**config.mk**
```make
export PLATFORM = sky130hd
export DESIGN_NAME = adcr_ctrl
export DESIGN_NICKNAME = d
export VERILOG_FILES = /design/src/hw/adcr_pkg.sv /design/src/hw/adcr_ctrl.sv
export VERILOG_INCLUDE_DIRS = /design/src /design/src/hw
export SDC_FILE = /design/constraint.sdc
export NUM_CORES = 1
export LEC_CHECK = 0
export ABC_AREA = 1
export BUFFER_PORTS_ARGS = -buffer_cell sky130_fd_sc_hd__buf_4
export CAP_MARGIN = 0
export CORE_ASPECT_RATIO = 0.75
export CORE_UTILIZATION = 25
export CTS_CLUSTER_DIAMETER = 50
export DETAILED_ROUTE_END_ITERATION = 6
export PLACE_DENSITY = 0.45
export SETUP_SLACK_MARGIN = 0.02
export SYNTH_ARGS = -nofsm -noshare
export SYNTH_HDL_FRONTEND = slang
export SYNTH_SLANG_ARGS = --single-unit
```
**constraint.sdc**
```tcl
create_clock -name clk_i -period 2.7 [get_ports clk_i]
set_clock_uncertainty 0.2 [all_clocks]
set_input_delay 0.135 -clock clk_i [delete_from_list [all_inputs] [get_ports clk_i]]
set_output_delay 0.135 -clock clk_i [all_outputs]
set_load 0.05 [all_outputs]
```
**src/hw/adcr_regs.svh**
```systemverilog
`ifndef ADCR_REGS_SVH
`define ADCR_REGS_SVH
// register indices, our choice
`define ADCR_ADDR_RES_LO   2'h0
`define ADCR_ADDR_RES_HI   2'h1
`define ADCR_ADDR_CTRL_A   2'h2
`define ADCR_ADDR_CTRL_B   2'h3
// control a fields
`define ADCR_A_START       7
`define ADCR_A_BUSY        6
`define ADCR_A_ENABLE      5
`define ADCR_A_ALIGN       4
`define ADCR_A_GAIN_LO     3
// control b fields
`define ADCR_B_SRC_HI      7
`define ADCR_B_SRC_LO      6
`define ADCR_B_GAIN_HI     5
`define ADCR_B_DIV_HI      2
// reset value and default conversion cycles
`define ADCR_CTRL_RESET    8'h00
`define ADCR_CONV_CYCLES   16
`endif

```
**src/hw/adcr_pkg.sv**
```systemverilog
package adcr_pkg;
    // control a/b layout as stored
    typedef struct packed {
        logic       start;
        logic       busy;
        logic       enable;
        logic       align;
        logic       gain_lo;
        logic [2:0] chan;
    } adcr_ctrl_a_s;
    typedef struct packed {
        logic [1:0] src;
        logic       gain_hi;
        logic [1:0] vref_sel;
        logic [2:0] div;
    } adcr_ctrl_b_s;
    // analog side controls
    typedef struct packed {
        logic       power_on;
        logic       sample;
        logic [1:0] src;
        logic [1:0] gain;
        logic [1:0] vref_sel;
        logic [3:0] pin_analog;
    } adcr_analog_s;
    // converter states
    typedef enum logic [1:0] {
        ADCR_IDLE,
        ADCR_CONV,
        ADCR_LATCH
    } adcr_state_e;
endpackage

```
**src/hw/adcr_ctrl.sv**
```systemverilog
// Local design decisions: the strobed register port and the register offsets.
`timescale 1ns/1ps
`include "adcr_regs.svh"
module adcr_ctrl
    import adcr_pkg::*;
#(
    parameter int CONV_CYCLES = `ADCR_CONV_CYCLES
)(
    input  wire logic               clk_i,
    input  wire logic               reset_i,
    input  wire logic [1:0]         addr_i,
    input  wire logic [7:0]         wdata_i,
    input  wire logic               wr_i,
    input  wire logic               rd_i,
    output logic [7:0]              rdata_o,
    input  wire logic [9:0]         core_data_i,
    output adcr_analog_s            analog_o,
    output logic [3:0]              pin_select_o,
    output logic                    done_irq_o,
    output logic                    conv_clk_en_o
);
    initial
    begin
        if (CONV_CYCLES < 1 || CONV_CYCLES > 255)
            $error("conversion cycle count out of range");
    end

    adcr_ctrl_a_s ctrl_a;              // control a
    adcr_ctrl_b_s ctrl_b;              // control b
    logic [9:0]   result;              // raw result
    adcr_state_e  state;               // sequencer
    logic [6:0]   div_cnt;             // prescaler
    logic [7:0]   conv_cnt;            // converter clocks
    logic         irq_flag;            // end of conversion pulse

    // prescaler terminal: all bits below 2^code are ones
    function automatic logic tick_of(input logic [6:0] cnt, input logic [2:0] code);
        logic [6:0] mask;
        mask = 7'((8'h01 << code) - 8'h01);
        return (cnt & mask) == mask;
    endfunction

    wire       wr_a       = wr_i && addr_i == `ADCR_ADDR_CTRL_A;
    wire       wr_b       = wr_i && addr_i == `ADCR_ADDR_CTRL_B;
    // start seen as a falling written bit after a high one
    wire       start_fall = wr_a && ctrl_a.start && !wdata_i[`ADCR_A_START];
    wire       adc_tick   = tick_of(div_cnt, ctrl_b.div);
    wire       conv_last  = adc_tick && conv_cnt == 8'(CONV_CYCLES - 1);
    // alignment of the stored result
    wire [7:0] res_lo     = ctrl_a.align ? result[7:0]
                                         : {result[1:0], 6'h00};
    wire [7:0] res_hi     = ctrl_a.align ? {6'h00, result[9:8]}
                                         : result[9:2];
    // read mux, results never written
    wire [7:0] next_rdata = addr_i == `ADCR_ADDR_RES_LO ? res_lo :
                            addr_i == `ADCR_ADDR_RES_HI ? res_hi :
                            addr_i == `ADCR_ADDR_CTRL_A ? 8'(ctrl_a) : 8'(ctrl_b);
    // channel codes 4..7 select no pin
    wire [3:0] next_pins  = (ctrl_b.src == 2'h0 && !ctrl_a.chan[2])
                            ? 4'(8'h01 << ctrl_a.chan[1:0]) : 4'h0;

    // control registers; busy is hardware-owned
    always_ff @(posedge clk_i or posedge reset_i)
    begin
        if (reset_i)
        begin
            ctrl_a <= `ADCR_CTRL_RESET;
            ctrl_b <= `ADCR_CTRL_RESET;
        end
        else
        begin
            if (wr_a)
            begin
                ctrl_a <= wdata_i;
                // a start is only taken from idle, so busy may not rise elsewhere
                ctrl_a.busy <= (state == ADCR_CONV)
                               || (state == ADCR_IDLE && start_fall && ctrl_a.enable);
            end
            else if (state == ADCR_LATCH)
                ctrl_a.busy <= 1'b0;
            if (wr_b)
                ctrl_b <= wdata_i;
        end
    end

    // prescaler, runs only when enabled and out of idle to save power
    always_ff @(posedge clk_i or posedge reset_i)
    begin
        if (reset_i)
            div_cnt <= 7'h00;
        else if (!ctrl_a.enable || state == ADCR_IDLE)
            div_cnt <= 7'h00;
        else
            div_cnt <= div_cnt + 7'h01;
    end

    // conversion sequencer
    always_ff @(posedge clk_i or posedge reset_i)
    begin
        if (reset_i)
        begin
            state    <= ADCR_IDLE;
            conv_cnt <= 8'h00;
            result   <= 10'h000;
            irq_flag <= 1'b0;
        end
        else
        begin
            irq_flag <= 1'b0;
            case (state)
                ADCR_IDLE:
                begin
                    conv_cnt <= 8'h00;
                    if (start_fall && ctrl_a.enable)
                        state <= ADCR_CONV;
                end
                ADCR_CONV:
                begin
                    if (!ctrl_a.enable)
                        state <= ADCR_LATCH;
                    else if (conv_last)
                    begin
                        result   <= core_data_i;
                        irq_flag <= 1'b1;
                        state    <= ADCR_LATCH;
                    end
                    else if (adc_tick)
                        conv_cnt <= conv_cnt + 8'h01;
                end
                ADCR_LATCH:
                    state <= ADCR_IDLE;
                default:
                    state <= ADCR_IDLE;
            endcase
        end
    end

    // registered outputs
    always_ff @(posedge clk_i or posedge reset_i)
    begin
        if (reset_i)
        begin
            rdata_o       <= 8'h00;
            analog_o      <= '0;
            pin_select_o  <= 4'h0;
            done_irq_o    <= 1'b0;
            conv_clk_en_o <= 1'b0;
        end
        else
        begin
            rdata_o               <= rd_i ? next_rdata : 8'h00;
            analog_o.power_on     <= ctrl_a.enable;
            // no sampling once power is dropped, even in the abort cycle
            analog_o.sample       <= state == ADCR_CONV && ctrl_a.enable;
            analog_o.src          <= ctrl_b.src;
            analog_o.gain         <= {ctrl_b.gain_hi, ctrl_a.gain_lo};
            analog_o.vref_sel     <= ctrl_b.vref_sel;
            analog_o.pin_analog   <= next_pins;
            pin_select_o          <= next_pins;
            done_irq_o            <= irq_flag;
            conv_clk_en_o         <= adc_tick && state == ADCR_CONV;
        end
    end
endmodule

```
==> impl_metrics.env <==
export IMPL_outcome="completed"
export IMPL_cp_max_fo=15
export IMPL_root_buffer="clkbuf_16"
export IMPL_synth_edf_count=0
export IMPL_relSlewSlack_pct=55.1
export IMPL_place_gp_congestion=0.790
export IMPL_cp_required_ps=2710
export IMPL_hpwl_um=5220
export IMPL_ant_nets=0
export IMPL_vias=2573
export IMPL_syn_num_nets=386
export IMPL_synthTopCellsByArea="dfrtp_1, nand2_1, inv_1, o21ai_0, nand3_1"
export IMPL_critical_path_startpoint_type="primary input"
export IMPL_fillCellCount=1246
export IMPL_async_flop_share_pct=100
export IMPL_num_nets_final=454
export IMPL_finalHoldViolations=0
export IMPL_postCtsSetupRepairBufs=0
export IMPL_maxSlewViolCount=0
export IMPL_drt_iter0_drc=180
export IMPL_drt_wl_total_um=7360
export IMPL_power_density_nw_per_um2=699
export IMPL_hp_class="reg -> reg"
export IMPL_rows=34
export IMPL_yosys_most_used_dff="dfrtp_1"
export IMPL_multi_input_comb_area_um2=1150
export IMPL_clk_path_buf_depth=2
export IMPL_avgViaCountPerCell=4.32
export IMPL_fp_dieArea_um2=12800
export IMPL_ctsResizeCount=0
export IMPL_cts_clk_slew_worst_paths_ps=60
export IMPL_fin_cells=595
export IMPL_clk_latency_ps=330
export IMPL_tightest_slew_ps=671
export IMPL_fp_dieW_um=130
export IMPL_avgSynthCellArea_um2=8.54
export IMPL_antennaDiodeCount=0
export IMPL_synth_top_area_share_pct=53.7
export IMPL_drc=0
export IMPL_crit_path_top_delay_cell="dlygate4sd3_1"
export IMPL_critical_path_max_stage_delay_ps=540
export IMPL_topRoutingLayerUsed="met4"
export IMPL_fin_crit_ps=1970
export IMPL_synthDistinctLibCells=29
export IMPL_grt_pass1_vias=2524
export IMPL_min_period_over_period_pct=73.1
export IMPL_regArea_um2=1650
export IMPL_dr_pass1_iters=4
export IMPL_synthesis_area_um2=3080
export IMPL_antenna_found_initial=0
export IMPL_path_delay_family="buffers and inverters"
export IMPL_fin_ws_ps=725
export IMPL_cts_htree_levels=3
export IMPL_ys_seq_elements=66
export IMPL_synth_cells=360
export IMPL_finalSetupViolCount=0
export IMPL_core_area_um2=11800
export IMPL_track_usage_pct=12.8
export IMPL_ys_seq_area_share_pct=53.7
export IMPL_max_freq_ghz=0.506
export IMPL_vdd_ir_drop_worst_mv=0.341
export IMPL_crit_chain="dlygate4sd3_1 > buf_4 > nand2_1 > inv_1 > nand2_1 > inv_1 > o211ai_1 > o21ai_0"
export IMPL_critical_path_class="in -> reg"
export IMPL_rsz0062_at_grt="no"
export IMPL_grt_remaining_overflow=0
export IMPL_met1Wirelength_um=3730
export IMPL_tns_ps=0
export IMPL_hold_slack_ps=151
export IMPL_worst_ep_arrival_time_ps=1980
export IMPL_dp_cells=557
export IMPL_synth_area_leader_cell="dfrtp_1"
export IMPL_io_pins=50
export IMPL_grt_pass1_wl_um=12500
export IMPL_endpoint_kind="register"
export IMPL_p_leak_uw=0.00202
export IMPL_cts_made_buffers=9
export IMPL_portBuffers=49
export IMPL_dr_wl_met3_um=363
export IMPL_clock_sinks=66
export IMPL_cts_tree="done"
export IMPL_start_util_pct=26.1
export IMPL_grt_max_degree=40
export IMPL_synth_warnings=0
export IMPL_cap_violations=0
export IMPL_wl_per_cell_um=12.4
export IMPL_drive_gt1_share_pct=18.9
export IMPL_wl_met2_um=3210
export IMPL_crit_buf_inv=4
export IMPL_chipHeight_um=98.1
export IMPL_area_growth_pct=34.3
export IMPL_pre_cts_slack_ps=749
## where the power goes
| group | leakage (uW) | switching, uW | total [uW] | internal, uW |
|---|---|---|---|---|
| Combinational | 0.00103 | 304 | 459 | 155 |
| Clock | 0.000162 | 445 | 1310 | 863 |
| Sequential | 0.000824 | 60.4 | 1120 | 1060 |
## final timing paths
check / cells past startpoint / startpoint / endpoint / slack [ps]
min: 0 / irq_flag / done_irq_o / 150
min in group asynchronous: 3 / reset_i / conv_cnt[7] / 240
max in group asynchronous: 4 / reset_i / ctrl_b[3] / 1420
max: 8 / addr_i[1] / ctrl_a[6] / 730
max reg2reg: 11 / conv_cnt[0] / conv_cnt[3] / 750
min reg2reg: 0 / irq_flag / done_irq_o / 150
## registers in the layout, indices dropped and copies added (netlist names)
register / cells
done_irq_o: 1
rdata_o: 8
conv_clk_en_o: 1
conv_cnt: 8
ctrl_a: 8
ctrl_b: 8
analog_o: 8
pin_select_o: 4
irq_flag: 1
state: 2
div_cnt: 7
result: 10
## cells by family after synthesis
| group | after synthesis | share of synthesized area (%) |
|---|---|---|
| XOR/XNOR | 6 | 1.71 |
| AO/OA/AOI/OAI | 56 | 9.60 |
| adder cells (fa/ha/maj) | 2 | 0.814 |
| buffers and inverters | 60 | 8.83 |
| AND/OR/NAND/NOR | 168 | 24.7 |
| multiplexers | 2 | 0.651 |
| flip-flops | 66 | 53.7 |
## routing by layer
metal / vias up / track usage (%)
met3: 7 / 4.22
met2: 57 / 18.9
met5: - / 0
met4: 0 / 4.56
met1: 1200 / 17.4
li1: 1309 / -
## cell usage after synthesis (5+ instances only)
cell and instances:
nand2_1 88, dfrtp_1 66, inv_1 41, o21ai_0 30, nor2_1 23, nand3_1 21, a21oi_1 15, nand4_1 15
nor3_1 9, buf_4 8, buf_2 7, a31oi_1 5, nor2_2 5, xor2_1 5
## cell type report
cell class	instances	share of cell area (%)
Sequential cell	66	40.0
Multi-Input combinational cell	234	27.9
Timing Repair Buffer	74	15.1
Clock buffer	11	6.12
Tap cell	162	4.91
Inverter	43	3.91
Clock inverter	5	2.06
## metrics by stage
step	power, uW	instance area, um^2	utilization (%)
finish	2890	4130	35.0
floorplan	1430	3080	-
CTS	2930	4130	35.0
global placement	1570	3570	30.3
global route	3040	4130	35.0
detailed placement	1580	3570	30.3
## timing repair
action,in CTS,in global routing
hold buffers,22,0
endpoints found under the setup margin,0,0
hold endpoints to repair,60,0
## layout by cell type (no fill, tap or decap)
cell and count:
nor2_1 23, nand2_4 1, a31oi_1 5, o21ai_1 2, inv_1 40, and2_1 1
buf_12 1, nand4_2 1, nand2_2 1, inv_6 1, nand3_2 2, nor2_2 5
o22ai_1 1, clkinvlp_4 1, clkbuf_16 9, dlygate4sd3_1 22, o211ai_1 3, nor2_4 1
bufinv_16 2, nand3_1 21, clkbuf_8 2, clkinv_4 1, nand2_1 88, inv_2 3
a21oi_1 15, o21ai_0 30, xnor2_1 1, buf_4 51, nor3_1 9, xor2_1 5
nand4_1 15, mux2i_1 2, dfrtp_1 66, ha_1 2
Note: power is estimated with default switching activity, not from simulation.
